## src/pkg/dbg_auth_pkg.sv

```systemverilog
// Contract
// give security-core challenge, await response before access
// 128-bit challenge and response, bit 127 first
// target code 0 main core, 1 security core
// good response connects with success, bad reports error
// halt security core during debugger flash access
// halt security core during option byte access
// halt security core while break instruction patched
// debugger reset resets every core
// ignore security-core reset while main core in break
// peripheral-break enabled stops peripherals during break
// users disable peripheral break if security core needs them
// refuse execution and memory access until authenticated
package dbg_auth_pkg;
	// ----------------------------------------
	// challenge and response framing
	// ----------------------------------------
	localparam int CR_WIDTH = 128;
	localparam int CR_CNT_W = $clog2(CR_WIDTH);
	localparam int NUM_TARGETS = 2;
	localparam logic TGT_MAIN = 1'b0;
	localparam logic TGT_SEC = 1'b1;
	localparam logic [CR_WIDTH-1:0] CR_ZERO = {CR_WIDTH{1'b0}};

	// ----------------------------------------
	// authentication sequencer, gray along the pass path
	// ----------------------------------------
	typedef enum logic [2:0] {
		ST_IDLE = 3'h0,
		ST_CHAL_REQ = 3'h1,
		ST_CHAL_OUT = 3'h3,
		ST_RESP_IN = 3'h2,
		ST_VERIFY = 3'h6,
		ST_DONE = 3'h7
	} auth_state_t;
endpackage : dbg_auth_pkg

```

## src/verilog/cr_shift.sv

```systemverilog
`timescale 1ns/1ps
module cr_shift import dbg_auth_pkg::*; #(
	parameter int W = CR_WIDTH,
	parameter int CW = CR_CNT_W
) (
	// clock and reset
	input wire logic clk,
	input wire logic rst_n,
	// parallel side
	input wire logic load,
	input wire logic [W-1:0] load_data,
	output logic [W-1:0] par_out,
	// serial side, msb first
	input wire logic shift,
	input wire logic ser_in,
	output logic ser_out,
	output logic last
);
	logic [W-1:0] data_reg;
	logic [CW-1:0] cnt_reg;
	localparam logic [CW-1:0] CNT_LAST = CW'(W - 1);

	always_ff @(posedge clk) begin
		if (!rst_n) begin
			data_reg <= '0;
		end else if (load) begin
			data_reg <= load_data;
		end else if (shift) begin
			data_reg <= {data_reg[W-2:0], ser_in};
		end
	end

	always_ff @(posedge clk) begin
		if (!rst_n || load) begin
			cnt_reg <= '0;
		end else if (shift) begin
			cnt_reg <= cnt_reg + CW'(1);
		end
	end

	assign par_out = data_reg;
	assign ser_out = data_reg[W-1];
	assign last = shift && (cnt_reg == CNT_LAST);
endmodule : cr_shift

```

## src/verilog/dbg_auth_ctrl.sv

```systemverilog
`timescale 1ns/1ps
module dbg_auth_ctrl import dbg_auth_pkg::*; (
	// clock and reset
	input wire logic SYS_CLK,
	input wire logic RST_N,
	// debug probe connection
	input wire logic DBG_CONNECT_PIN,
	input wire logic DBG_AUTH_REQUIRED,
	input wire logic DBG_TARGET,
	output logic DBG_CONNECTED,
	output logic AUTH_OK,
	output logic AUTH_ERR,
	output logic [NUM_TARGETS-1:0] AUTH_GRANTED,
	// challenge stream to the probe
	input wire logic CHAL_RDY,
	output logic CHAL_STB,
	output logic CHAL_BIT,
	// response stream from the probe
	input wire logic RESP_STB,
	input wire logic RESP_BIT,
	// security core authentication service
	output logic SEC_CHAL_REQ,
	output logic SEC_CHAL_TARGET,
	input wire logic SEC_CHAL_VALID,
	input wire logic [CR_WIDTH-1:0] SEC_CHAL_DATA,
	output logic SEC_RESP_VALID,
	output logic [CR_WIDTH-1:0] SEC_RESP_DATA,
	input wire logic SEC_VERDICT_VALID,
	input wire logic SEC_VERDICT_PASS,
	// debugger access requests
	input wire logic DBG_EXEC_REQ,
	input wire logic DBG_MEM_REQ,
	input wire logic DBG_FLASH_ACC,
	input wire logic DBG_OPTB_ACC,
	input wire logic DBG_SWBRK_PATCH,
	output logic EXEC_GRANT,
	output logic MEM_GRANT,
	output logic ACC_DENIED,
	output logic SEC_HALT,
	// resets and break
	input wire logic DBG_RESET_REQ,
	input wire logic SEC_RESET_REQ,
	input wire logic MAIN_IN_BREAK,
	input wire logic PERI_BRK_EN,
	output logic ALL_CORE_RST,
	output logic PERI_STOP
);
	// ----------------------------------------
	// connect pin synchroniser
	// ----------------------------------------
	logic conn_meta_reg, conn_sync_reg, conn_prev_reg;
	always_ff @(posedge SYS_CLK) begin
		if (!RST_N) begin
			conn_meta_reg <= 1'b0;
			conn_sync_reg <= 1'b0;
			conn_prev_reg <= 1'b0;
		end else begin
			conn_meta_reg <= DBG_CONNECT_PIN;
			conn_sync_reg <= conn_meta_reg;
			conn_prev_reg <= conn_sync_reg;
		end
	end
	logic conn_rise;
	assign conn_rise = conn_sync_reg && !conn_prev_reg;

	// ----------------------------------------
	// sequencer
	// ----------------------------------------
	auth_state_t state_reg, state_next;
	logic tgt_reg;
	logic chal_last, resp_last, chal_shift, resp_shift;
	logic [CR_WIDTH-1:0] chal_par, resp_par;
	logic verdict_pass, verdict_fail;

	assign chal_shift = (state_reg == ST_CHAL_OUT) && CHAL_RDY;
	assign resp_shift = (state_reg == ST_RESP_IN) && RESP_STB;
	assign verdict_pass = (state_reg == ST_VERIFY) && SEC_VERDICT_VALID && SEC_VERDICT_PASS;
	assign verdict_fail = (state_reg == ST_VERIFY) && SEC_VERDICT_VALID && !SEC_VERDICT_PASS;

	always_comb begin
		state_next = state_reg;
		case (state_reg)
			ST_IDLE: begin
				if (conn_rise) begin
					state_next = DBG_AUTH_REQUIRED ? ST_CHAL_REQ : ST_DONE;
				end
			end
			ST_CHAL_REQ: begin
				if (SEC_CHAL_VALID) begin
					state_next = ST_CHAL_OUT;
				end
			end
			ST_CHAL_OUT: begin
				if (chal_last) begin
					state_next = ST_RESP_IN;
				end
			end
			ST_RESP_IN: begin
				if (resp_last) begin
					state_next = ST_VERIFY;
				end
			end
			ST_VERIFY: begin
				if (verdict_pass) begin
					state_next = ST_DONE;
				end else if (verdict_fail) begin
					state_next = ST_IDLE;
				end
			end
			ST_DONE: state_next = ST_DONE;
			default: state_next = ST_IDLE;
		endcase
		// a dropped probe abandons any authentication in flight
		if (!conn_sync_reg) begin
			state_next = ST_IDLE;
		end
	end

	always_ff @(posedge SYS_CLK) begin
		if (!RST_N) begin
			state_reg <= ST_IDLE;
		end else begin
			state_reg <= state_next;
		end
	end

	always_ff @(posedge SYS_CLK) begin
		if (!RST_N) begin
			tgt_reg <= TGT_MAIN;
		end else if (state_reg == ST_IDLE && conn_rise) begin
			tgt_reg <= DBG_TARGET;
		end
	end

	// a direct connect grants on the edge that loads tgt_reg, so use the live target there
	logic tgt_now;
	assign tgt_now = (state_reg == ST_IDLE) ? DBG_TARGET : tgt_reg;

	// ----------------------------------------
	// challenge and response shifters
	// ----------------------------------------
	cr_shift #(.W(CR_WIDTH), .CW(CR_CNT_W)) u_chal (
		.clk(SYS_CLK),
		.rst_n(RST_N),
		.load((state_reg == ST_CHAL_REQ) && SEC_CHAL_VALID),
		.load_data(SEC_CHAL_DATA),
		.par_out(chal_par),
		.shift(chal_shift),
		.ser_in(1'b0),
		.ser_out(),
		.last(chal_last)
	);
	cr_shift #(.W(CR_WIDTH), .CW(CR_CNT_W)) u_resp (
		.clk(SYS_CLK),
		.rst_n(RST_N),
		.load((state_reg == ST_CHAL_REQ) && SEC_CHAL_VALID),
		.load_data(CR_ZERO),
		.par_out(resp_par),
		.shift(resp_shift),
		.ser_in(RESP_BIT),
		.ser_out(),
		.last(resp_last)
	);
	assign SEC_RESP_DATA = resp_par;

	always_ff @(posedge SYS_CLK) begin
		if (!RST_N) begin
			CHAL_STB <= 1'b0;
			CHAL_BIT <= 1'b0;
			SEC_RESP_VALID <= 1'b0;
			SEC_CHAL_REQ <= 1'b0;
			SEC_CHAL_TARGET <= TGT_MAIN;
		end else begin
			CHAL_STB <= chal_shift;
			CHAL_BIT <= chal_shift ? chal_par[CR_WIDTH-1] : 1'b0;
			SEC_RESP_VALID <= resp_last;
			SEC_CHAL_REQ <= (state_reg == ST_IDLE) && conn_rise && DBG_AUTH_REQUIRED;
			if (state_reg == ST_IDLE && conn_rise) begin
				SEC_CHAL_TARGET <= DBG_TARGET;
			end
		end
	end

	// ----------------------------------------
	// outcome and per-target grants
	// ----------------------------------------
	always_ff @(posedge SYS_CLK) begin
		if (!RST_N) begin
			AUTH_OK <= 1'b0;
			AUTH_ERR <= 1'b0;
			DBG_CONNECTED <= 1'b0;
		end else begin
			AUTH_OK <= verdict_pass;
			AUTH_ERR <= verdict_fail && conn_sync_reg;
			DBG_CONNECTED <= (state_next == ST_DONE);
		end
	end

	// grants are per target so one pass never opens the other core
	genvar g;
	generate
		for (g = 0; g < NUM_TARGETS; g++) begin : g_tgt
			always_ff @(posedge SYS_CLK) begin
				if (!RST_N) begin
					AUTH_GRANTED[g] <= 1'b0;
				end else if (!conn_sync_reg) begin
					AUTH_GRANTED[g] <= 1'b0;
				end else if (state_reg != ST_DONE && state_next == ST_DONE &&
					tgt_now == 1'(g)) begin
					AUTH_GRANTED[g] <= 1'b1;
				end
			end
		end
	endgenerate

	// ----------------------------------------
	// access gating and security core halt
	// ----------------------------------------
	logic main_ok;
	assign main_ok = AUTH_GRANTED[TGT_MAIN];

	always_ff @(posedge SYS_CLK) begin
		if (!RST_N) begin
			EXEC_GRANT <= 1'b0;
			MEM_GRANT <= 1'b0;
			ACC_DENIED <= 1'b0;
		end else begin
			EXEC_GRANT <= DBG_EXEC_REQ && main_ok;
			MEM_GRANT <= (DBG_MEM_REQ || DBG_FLASH_ACC || DBG_OPTB_ACC) && main_ok;
			ACC_DENIED <= (DBG_EXEC_REQ || DBG_MEM_REQ || DBG_FLASH_ACC || DBG_OPTB_ACC ||
				DBG_SWBRK_PATCH) && !main_ok;
		end
	end

	// halt also covers the patch step so the flash is never shared mid-rewrite
	always_ff @(posedge SYS_CLK) begin
		if (!RST_N) begin
			SEC_HALT <= 1'b0;
		end else begin
			SEC_HALT <= main_ok && (DBG_FLASH_ACC || DBG_OPTB_ACC || DBG_SWBRK_PATCH);
		end
	end

	// ----------------------------------------
	// resets and peripheral break
	// ----------------------------------------
	always_ff @(posedge SYS_CLK) begin
		if (!RST_N) begin
			ALL_CORE_RST <= 1'b0;
		end else begin
			ALL_CORE_RST <= DBG_RESET_REQ || (SEC_RESET_REQ && !MAIN_IN_BREAK);
		end
	end

	always_ff @(posedge SYS_CLK) begin
		if (!RST_N) begin
			PERI_STOP <= 1'b0;
		end else begin
			PERI_STOP <= PERI_BRK_EN && MAIN_IN_BREAK;
		end
	end

	logic [CR_WIDTH-1:0] chal_ref_reg;
	logic [CR_CNT_W-1:0] chal_idx_reg;
	always_ff @(posedge SYS_CLK) begin
		if (!RST_N) begin
			chal_ref_reg <= '0;
			chal_idx_reg <= '0;
		end else if (state_reg == ST_CHAL_REQ && SEC_CHAL_VALID) begin
			chal_ref_reg <= SEC_CHAL_DATA;
			chal_idx_reg <= '0;
		end else if (CHAL_STB) begin
			chal_idx_reg <= chal_idx_reg + CR_CNT_W'(1);
		end
	end
endmodule : dbg_auth_ctrl

```

## config.mk

```make
export PLATFORM = sky130hd
export DESIGN_NAME = dbg_auth_ctrl
export DESIGN_NICKNAME = d
export VERILOG_FILES = /design/src/pkg/dbg_auth_pkg.sv /design/src/verilog/cr_shift.sv /design/src/verilog/dbg_auth_ctrl.sv
export SDC_FILE = /design/constraint.sdc
export NUM_CORES = 1
export LEC_CHECK = 0
export BUFFER_PORTS_ARGS = -buffer_cell sky130_fd_sc_hd__buf_2
export CAP_MARGIN = 20
export CORE_AREA = 5 5 155 157
export CTS_BUF_LIST = sky130_fd_sc_hd__clkbuf_4
export DETAILED_ROUTE_END_ITERATION = 8
export DIE_AREA = 0 0 160 162
export GPL_TIMING_DRIVEN = 0
export MAX_ROUTING_LAYER = met4
export PLACE_DENSITY_LB_ADDON = 0.25
export SYNTH_ARGS = -nofsm -noshare
export SYNTH_HDL_FRONTEND = slang
export SYNTH_HIERARCHICAL = 1
export SYNTH_SLANG_ARGS = --single-unit
```

## constraint.sdc

```tcl
create_clock -name SYS_CLK -period 6.44 [get_ports SYS_CLK]
set_input_delay 0.322 -clock SYS_CLK [delete_from_list [all_inputs] [get_ports SYS_CLK]]
set_output_delay 0.322 -clock SYS_CLK [all_outputs]
set_load 0.01 [all_outputs]
```

Word level (Yosys, flattened, before mapping)
Index checks and enable logic that the tools add are counted.
{ "word_totals": {"regBits": 292, "in_bits": 148, "output_inout_bits": 144, "word_cells": 90} }
{ "classes": {"n_addsub": 2, "n_eq_ne": 9, "mux": 12, "bitwise": 2, "reduce_logical": 41} }
{ "ops": {"columns": ["op", "n"], "rows": [
  ["128-bit two-way mux", 2],
  ["3-bit two-way mux", 8],
  ["1-bit logical AND", 21],
  ["3-bit case mux with 6 select lines", 1],
  ["7-bit by 1-bit adder with 7-bit output (second input constant)", 2],
  ["7-bit equality test (second input constant)", 2],
  ["1-bit logical OR", 10],
  ["3-bit equality test (second input constant)", 3],
  ["3-bit by 2-bit equality test with 1-bit output (second input constant)", 2],
  ["1-bit zero test", 5],
  ["2-bit AND reduction", 2],
  ["3-bit by 1-bit equality test with 1-bit output (second input constant)", 1],
  ["3-bit zero test", 1],
  ["3-bit inequality test (second input constant)", 1],
  ["1-bit NOT", 2],
  ["2-bit nonzero test", 1],
  ["2-bit OR reduction", 1],
  ["1-bit two-way mux", 1]
]} }

Depth between registers and ports, before layout
Gate-level depths: netlist (run 1).
{ "depth": {"ltp_word": 10, "ltp_mapped": 10, "depth_no_buf": 7} }

Hierarchy
Netlist (run 1), hierarchy kept.
{ "modules_own_cells": {"columns": ["mod", "instances", "cells_each", "area_per_inst_um2", "seq_area_each_um2"], "rows": [
  ["cr_shift", 2, 730, 6327.3, 2702.6],
  ["dbg_auth_ctrl", 1, 85, 848.3, 440.4]
]} }

Worst setup path before layout (run 1)
No wires, ideal clock.
{ "synth_timing": {"path_type": "flip-flop to flip-flop", "startpoint": "reg state_reg[1]", "endpoint": "reg u_chal.data_reg[104], in the netlist u_chal/par_out[104]", "setup_ps": 115, "t_arrival_ps": 1971, "t_required_ps": 6325, "slack_ps": 4354, "stages_incl_launch_ff": 7, "path_buffers": 3, "synth_period_minus_slack_ps": 2086, "path_cell_list": "dfxtp_1 -> buf_2 -> nor4bb_1 -> buf_2 -> clkbuf_1 -> o21ai_0 -> and2_1"} }
{ "synth_between": {"elab_chain_len": 3, "word_cells_on_any_way": 6, "classes_between": "eq/ne (2); mux (1); reduce/logical (3)"} }
{ "synth_rtl": {"columns": ["item", "line", "text"], "rows": [
  ["start, declared", "dbg_auth_ctrl.sv:69", "auth_state_t state_reg, state_next;"],
  ["start signal, assigned", "dbg_auth_ctrl.sv:123", "state_reg <= state_next;"],
  ["3-bit by 1-bit equality test with 1-bit output / 3-bit by 2-bit equality test with 1-bit output (equally long branches)", "dbg_auth_ctrl.sv:145, dbg_auth_ctrl.sv:75", null],
  ["1-bit logical AND, on equally long branches", null, null],
  ["128-bit two-way mux / 2-bit nonzero test (equally long branches)", null, null],
  ["end signal, assigned", "cr_shift.sv:27", "data_reg <= load_data;"],
  ["end signal, assigned", "cr_shift.sv:29", "data_reg <= {data_reg[W-2:0], ser_in};"],
  ["end, declared", "cr_shift.sv:19", "logic [W-1:0] data_reg;"]
]} }
Parallel ways exist; a longest one is shown, timed or not.
A chain may end at the register's enable or synchronous reset.

Worst setup path after layout (run 1)
{ "layout_timing": {"startpoint": "reg state_reg[1]", "endpoint": "reg u_chal.data_reg[125], in the netlist u_chal/par_out[125]"} }
Same word-level chain as after synthesis.

==> flow_metrics.tcl, run 1 <==
set metrics [dict create \
    required_ns 7.04 \
    antenna_found_initial 5 \
    fp.dieArea_sq_um 25900 \
    cts_made_buffers 76 \
    htreeDepth 3 \
    yosys-top-cells-area "dfxtp_1 (43%), mux2i_1 (19%), and2_1 (12%)" \
    met3_length_microns 2970 \
    yosys_warnings 6 \
    cts.clk_slew.worst_paths_ns 0.07 \
    grt_pass1_wl_microns 63800 \
    drt-vias-per-instance 5.15 \
    mostFrequentLayoutCells "buf_2 (314), dfxtp_1 (292), nand2_1 (270), o21ai_0 (261), and2_1 (260)" \
    tightestPinTransition_ns 0.873 \
    critPathLaunchType "register" \
    port_buffers 291 \
    fin_setup_tns_ns 0 \
    root_buffer "clkbuf_4" \
    ys_ff_latch 292 \
    wl_met2_microns 19100 \
    rr_startpoint "state_reg[1]" \
    hold_end "u_chal/par_out[57]" \
    ff2ff_path_depth 8 \
    hold_class "input port to register" \
    top_layer "met4" \
    dp_cells 2250 \
    insertion_delay_ns 0.65 \
    max-clock-path-buffers 3 \
    relSlewSlack_pct 41.0 \
    coreArea_sq_um 22400 \
    setup_viol 0 \
    synthCells 1545 \
    dr.pass1.iters 5 \
    rows 55 \
    gr-usage-all-layers_pct 30.1 \
    async_reset_ff_share_pct 0 \
    power_mw 3.61 \
    hp-start "SEC_CHAL_DATA[57]" \
    routed_wl_microns 39100 \
    dp_hpwl_microns 24400 \
    synthesis.area_sq_um 13500 \
    worst_slack_ns 3.59 \
    synth_edf_count 0 \
    n_fill_cell 1420 \
    power.ir.vdd_worst_mv 0.158 \
    layout_commonest_cell "buf_2" \
    register_area_sq_um 5850 \
    fin_cells 2500 \
    yosysUniqueCellTypes 40 \
    wl_per_cell_microns 15.6 \
    synth_ff_type "dfxtp_1" \
    start_util_pct 60.4 \
    area_growth_pct 32.7 \
    io_pins 292 \
    fmax_ghz 0.351 \
    synth-seq-area-share_pct 43.3 \
    cts.sinks 292 \
    grt.overflow.total 0 \
    dieHeight_microns 162 \
    synth_top_area_share_pct 43.3 \
    crit_path_end_kind "register" \
    maxSlewViolCount 0 \
    wirelength_met1_microns 15500 \
    grt_max_degree 13 \
    finalNetCount 2308 \
    grt_pass1_vias 13318 \
    multi_input_area_sq_um 7570 \
    rsz0062_at_grt "false" \
    synth_top_cell_by_area "dfxtp_1" \
    drt_iter0_markers 845 \
    ant_nets 0 \
    syn_area_per_cell_sq_um 8.74 \
    drcViolationCount 0 \
    final_hold_viol_count 0 \
    status "complete, no violations" \
    reg2reg_slack_ns 3.59 \
    fin_crit_ns 2.85 \
    fp.dieW_microns 160 \
    cellLeakagePower_nw 7.34 \
    holdWs_ns 0.0348 \
    gp_congestion 0.872 \
    cts_tree "done" \
    r2r_end "u_chal/par_out[125]" \
    maxCapViolations 0 \
    drive_above_1_share_pct 20.7 \
    path_max_fanout 10 \
    fin_skew_ns 0.0488 \
    cts_setup_buffers 0 \
    whs_path_depth 4 \
    period_share_pct 44.2 \
    vias 12872 \
    dp_slack_ns 3.79 \
    crit_type "register to register" \
    powerDensity_nw_per_um2 201 \
    cp_data_arrival_time_ns 3.45 \
]
==> synth_stat cells, drive strengths merged (4+ instances only) <==
cell / instances
dfxtp: 292
nand2: 270
o21ai: 261
and2: 260
mux2i: 259
clkbuf: 75
buf: 45
nor2: 16
a21oi: 7
and3: 7
nor3: 7
xor2: 6
nand2b: 5
or3: 5
nand4: 4
==> per-stage QoR <==
step	util, %	instance area [sq um]
after floorplan	-	14000
after global placement	70.6	15800
after detailed placement	70.7	15800
after CTS	80.1	17900
after global routing	80.1	17900
final	80.1	17900
==> repair_timing <==
item,in CTS,in global routing
hold buffers,115,0
resized for setup,0,0
hold endpoints to repair,114,0
==> critical path, stage by stage (launching register included) <==
cell and delay (ns):
dfxtp_1 0.33, buf_2 0.19, nor4bb_1 0.77, buf_2 0.30, buf_2 0.31, buf_1 0.40, nand2_1 0.17, o21ai_0 0.15
and2_1 0.16
==> final cells by class <==
class                   instances  area share, %
plain buffers                 120           3.11
clock inverters                20          0.740
multi-input cells            1258           42.2
well taps                     285           1.99
clock buffers                 110           4.61
inverters                       3         0.0628
flip-flops and latches        292           32.6
repair buffers                407           14.6
diodes                          5         0.0698
==> worst max-delay path by stage <==
stage / start / endpoint / slack, ns / depth (start not counted)
5_1_grt: state_reg[1] / u_chal/par_out[125] / 3.41 / 8
6_report: state_reg[1] / u_chal/par_out[125] / 3.59 / 8
2_1_floorplan: state_reg[1] / u_chal/par_out[104] / 4.35 / 6
3_5_place_dp: state_reg[1] / u_chal/par_out[2] / 3.79 / 8
3_3_place_gp: state_reg[1] / u_chal/par_out[12] / 3.57 / 6
4_1_cts: state_reg[1] / u_chal/par_out[61] / 3.73 / 8
==> where the power goes <==
part | total [mW] | leakage (nW) | internal (mW) | switching (mW)
registers | 1.81 | 2.35 | 1.81 | 0.00360
logic | 0.176 | 4.41 | 0.0928 | 0.0828
clock network | 1.62 | 0.577 | 0.864 | 0.752
total | 3.61 | 7.34 | 2.77 | 0.839
==> metal layers <==
metal  GRT usage [%]  vias to the layer above
li1                -                     6323
met1            32.8                     5925
met2            51.2                      499
met3            8.48                      125
met4            13.6                        0
met5               -                        -
==> kinds of logic after synthesis <==
kind of cell               Yosys count  share of synthesized area, %
AOI/OAI and AO/OA                  276                          10.6
other                                1                        0.0278
xor gates and xnor gates             8                         0.519
and+or+nand+nor                    584                          22.0
buffers and inverters              123                          4.21
DFF                                292                          43.3
muxes                              259                          19.2
adders and majority gates            2                         0.185
Power figures use the tool's default switching activity.
==> inputs of run 2 (changes only) <==
--- a/config.mk
+++ b/config.mk
@@ -5,12 +5,13 @@
 export SDC_FILE = /design/constraint.sdc
 export NUM_CORES = 1
 export LEC_CHECK = 0
+export ABC_AREA = 1
 export BUFFER_PORTS_ARGS = -buffer_cell sky130_fd_sc_hd__buf_2
 export CAP_MARGIN = 20
-export CORE_AREA = 5 5 155 157
+export CORE_AREA = 5 5 160 162
 export CTS_BUF_LIST = sky130_fd_sc_hd__clkbuf_4
 export DETAILED_ROUTE_END_ITERATION = 8
-export DIE_AREA = 0 0 160 162
+export DIE_AREA = 0 0 165 167
 export GPL_TIMING_DRIVEN = 0
 export MAX_ROUTING_LAYER = met4
 export PLACE_DENSITY_LB_ADDON = 0.25
==> constraint.sdc (replaced) <==
create_clock -name SYS_CLK -period 3 [get_ports SYS_CLK]
set_input_delay 0.15 -clock SYS_CLK [delete_from_list [all_inputs] [get_ports SYS_CLK]]
set_output_delay 0.15 -clock SYS_CLK [all_outputs]
set_load 0.01 [all_outputs]
==> run 2 against run 1 <==
Largest cell class unchanged; critical path type unchanged; register-to-register slack worse by 2.9 ns; critical endpoint is now u_chal/par_out[5]; clock power is 120% higher; critical path depth is 2 higher.
==> flow_metrics.tcl, run 2 <==
set metrics [dict create \
    status "complete, no violations" \
    htreeDepth 3 \
    cts_made_buffers 77 \
    hold_class "input port to register" \
    gp_congestion 0.851 \
    synthCells 2121 \
    grt_pass1_vias 14782 \
    cellLeakagePower_nw 11.0 \
    gr-usage-all-layers_pct 30.8 \
    post-route-util_pct 76.6 \
    dr.pass1.iters 8 \
    syn_area_per_cell_sq_um 6.36 \
    io_pins 292 \
    multi_input_area_sq_um 6320 \
    start_util_pct 56.3 \
    grt_max_degree 11 \
    async_reset_ff_share_pct 0 \
    power.ir.vdd_worst_mv 0.303 \
    dp_slack_ns 0.978 \
    setup_viol 0 \
    post_cts_resize_count 0 \
    crit_path_end_kind "register" \
    synth_common_cells "nand2_1 (1064), dfxtp_1 (292), inv_1 (285), nand3_1 (263), buf_2 (47)" \
    coreArea_sq_um 24000 \
    insertion_delay_ns 0.66 \
    synth_edf_count 0 \
    cts_setup_buffers 0 \
    required_ns 3.58 \
    powerDensity_nw_per_um2 428 \
    worst_slack_ns 0.743 \
    mostFrequentLayoutCells "nand2_1 (1064), buf_2 (337), dfxtp_1 (292), inv_1 (285), nand3_1 (263)" \
    synth_top_area_share_pct 43.4 \
    yosysMostFrequentCell "nand2_1" \
    cts.clk_slew.worst_paths_ns 0.08 \
    yosys-top-cells-area "dfxtp_1 (43%), nand2_1 (30%), nand3_1 (9.8%)" \
    maxSlewViolCount 0 \
    wl_per_cell_microns 13.5 \
    fin_skew_ns 0.0314 \
    antenna_found_initial 3 \
    drt-vias-per-instance 4.90 \
    root_buffer "clkbuf_4" \
    final_area_sq_um 18400 \
    tightestPinTransition_ns 0.644 \
    grt.overflow.total 0 \
    port_buffers 290 \
    period_share_pct 75.2 \
    fmax_ghz 0.443 \
    dieHeight_microns 167 \
    dp_hpwl_microns 23800 \
    cp_data_arrival_time_ns 2.84 \
    max-clock-path-buffers 3 \
    register_area_sq_um 5850 \
    crit_type "register to register" \
    synthesis.area_sq_um 13500 \
    ant_nets 0 \
    fin_setup_tns_ns 0 \
    final_hold_viol_count 0 \
    fp.dieArea_sq_um 27600 \
    relSlewSlack_pct 57.1 \
    rsz0062_at_grt "false" \
    synth_ff_type "dfxtp_1" \
    path_max_fanout 10 \
    area_growth_pct 36.1 \
    placed_area_sq_um 15800 \
    routed_wl_microns 42500 \
    cts_tree "done" \
    vias 15456 \
    drt_iter0_markers 1582 \
    fp.dieW_microns 165 \
    finalNetCount 2924 \
    rows 57 \
    critPathLaunchType "register" \
    layout_commonest_cell "nand2_1" \
    fin_crit_ns 2.26 \
    drive_above_1_share_pct 18.7 \
    grt_pass1_wl_microns 69200 \
    yosysUniqueCellTypes 30 \
    ys_ff_latch 292 \
    drcViolationCount 0 \
    cts.sinks 292 \
    synth-seq-area-share_pct 43.4 \
    maxCapViolations 0 \
    synth_top_cell_by_area "dfxtp_1" \
    n_fill_cell 1733 \
    yosys_warnings 6 \
]
[run 2: cell count changes after synthesis, moves of 18 or more]
cell      before   now
nand3_1        1   263
clkbuf_1      75    28
buf_4         17    35
and2_1       260     0
inv_1          3   285
o21ai_0      261     7
mux2i_1      259     0
nand2_1      270  1064
buf_2         22    47
[run 2: repair_timing]
item                       in CTS  in global routing
setup endpoints to repair       0                  0
hold buffers                  156                  0
hold endpoints to repair      160                  0
[run 2: path summary, 6_finish.rpt]
| check | from | to | slack [ns] | depth (start not counted) |
|---|---|---|---|---|
| worst max-delay path | state_reg[1] | u_chal/par_out[5] | 0.74 | 10 |
| worst min-delay path | RST_N | u_chal/cnt_reg[1] | 0.07 | 3 |
| worst max register to register | state_reg[1] | u_chal/par_out[5] | 0.74 | 10 |
| worst min register to register | conn_meta_reg | conn_sync_reg | 0.41 | 2 |
[run 2: cell families after synthesis]
kind of cell             synth area share, %
AO/OA/AOI/OAI                           1.19
adder cells (fa/ha/maj)                0.186
buffers and inverters                   13.4
flip-flops                              43.4
other                                 0.0278
AND/OR/NAND/NOR                         41.9
[run 2: layer usage]
metal / vias up / GRT usage [%] / share of wire (%)
met3: 218 / 6.38 / 9.3
met4: 0 / 15.4 / 4.8
met5: - / - / 0
met1: 6819 / 35.4 / 38
met2: 873 / 50.7 / 48
li1: 7546 / - / -
[run 2: layout make-up]
| class | instances | area share [%] |
|---|---|---|
| Antenna cell | 3 | 0.0409 |
| Buffer | 118 | 3.78 |
| Clock buffer | 116 | 4.74 |
| Clock inverter | 18 | 0.525 |
| Inverter | 295 | 6.03 |
| Multi-Input combinational cell | 1544 | 34.4 |
| Sequential cell | 292 | 31.8 |
| Tap cell | 324 | 2.21 |
| Timing Repair Buffer | 446 | 16.4 |
[run 2: through the flow]
stage / instances / hold slack, ns / total power [mW]
after floorplan: 2249 / 0.228 / 4.10
after global routing: 3156 / 0.0757 / 8.20
final: 3156 / 0.0746 / 7.86
after CTS: 3153 / 0.0131 / 7.87
after detailed placement: 2863 / 0.352 / 4.24
after global placement: 2863 / 0.341 / 4.24
[run 2: report_power, final]
| part | switching (mW) | internal, mW | total (mW) | leakage [nW] |
|---|---|---|---|---|
| Clock | 1.67 | 1.85 | 3.52 | 0.587 |
| Sequential | 0.00836 | 3.89 | 3.90 | 2.35 |
| Combinational | 0.213 | 0.229 | 0.443 | 8.03 |
[run 2: critical path, stage by stage (launching register included)]
cell and delay (ns):
dfxtp_1 0.39, inv_2 0.11, nand3_1 0.11, nor2_1 0.30
buf_4 0.23, buf_2 0.31, buf_2 0.28, nand2_1 0.10
nand3_1 0.13, nand2_1 0.11, inv_1 0.09
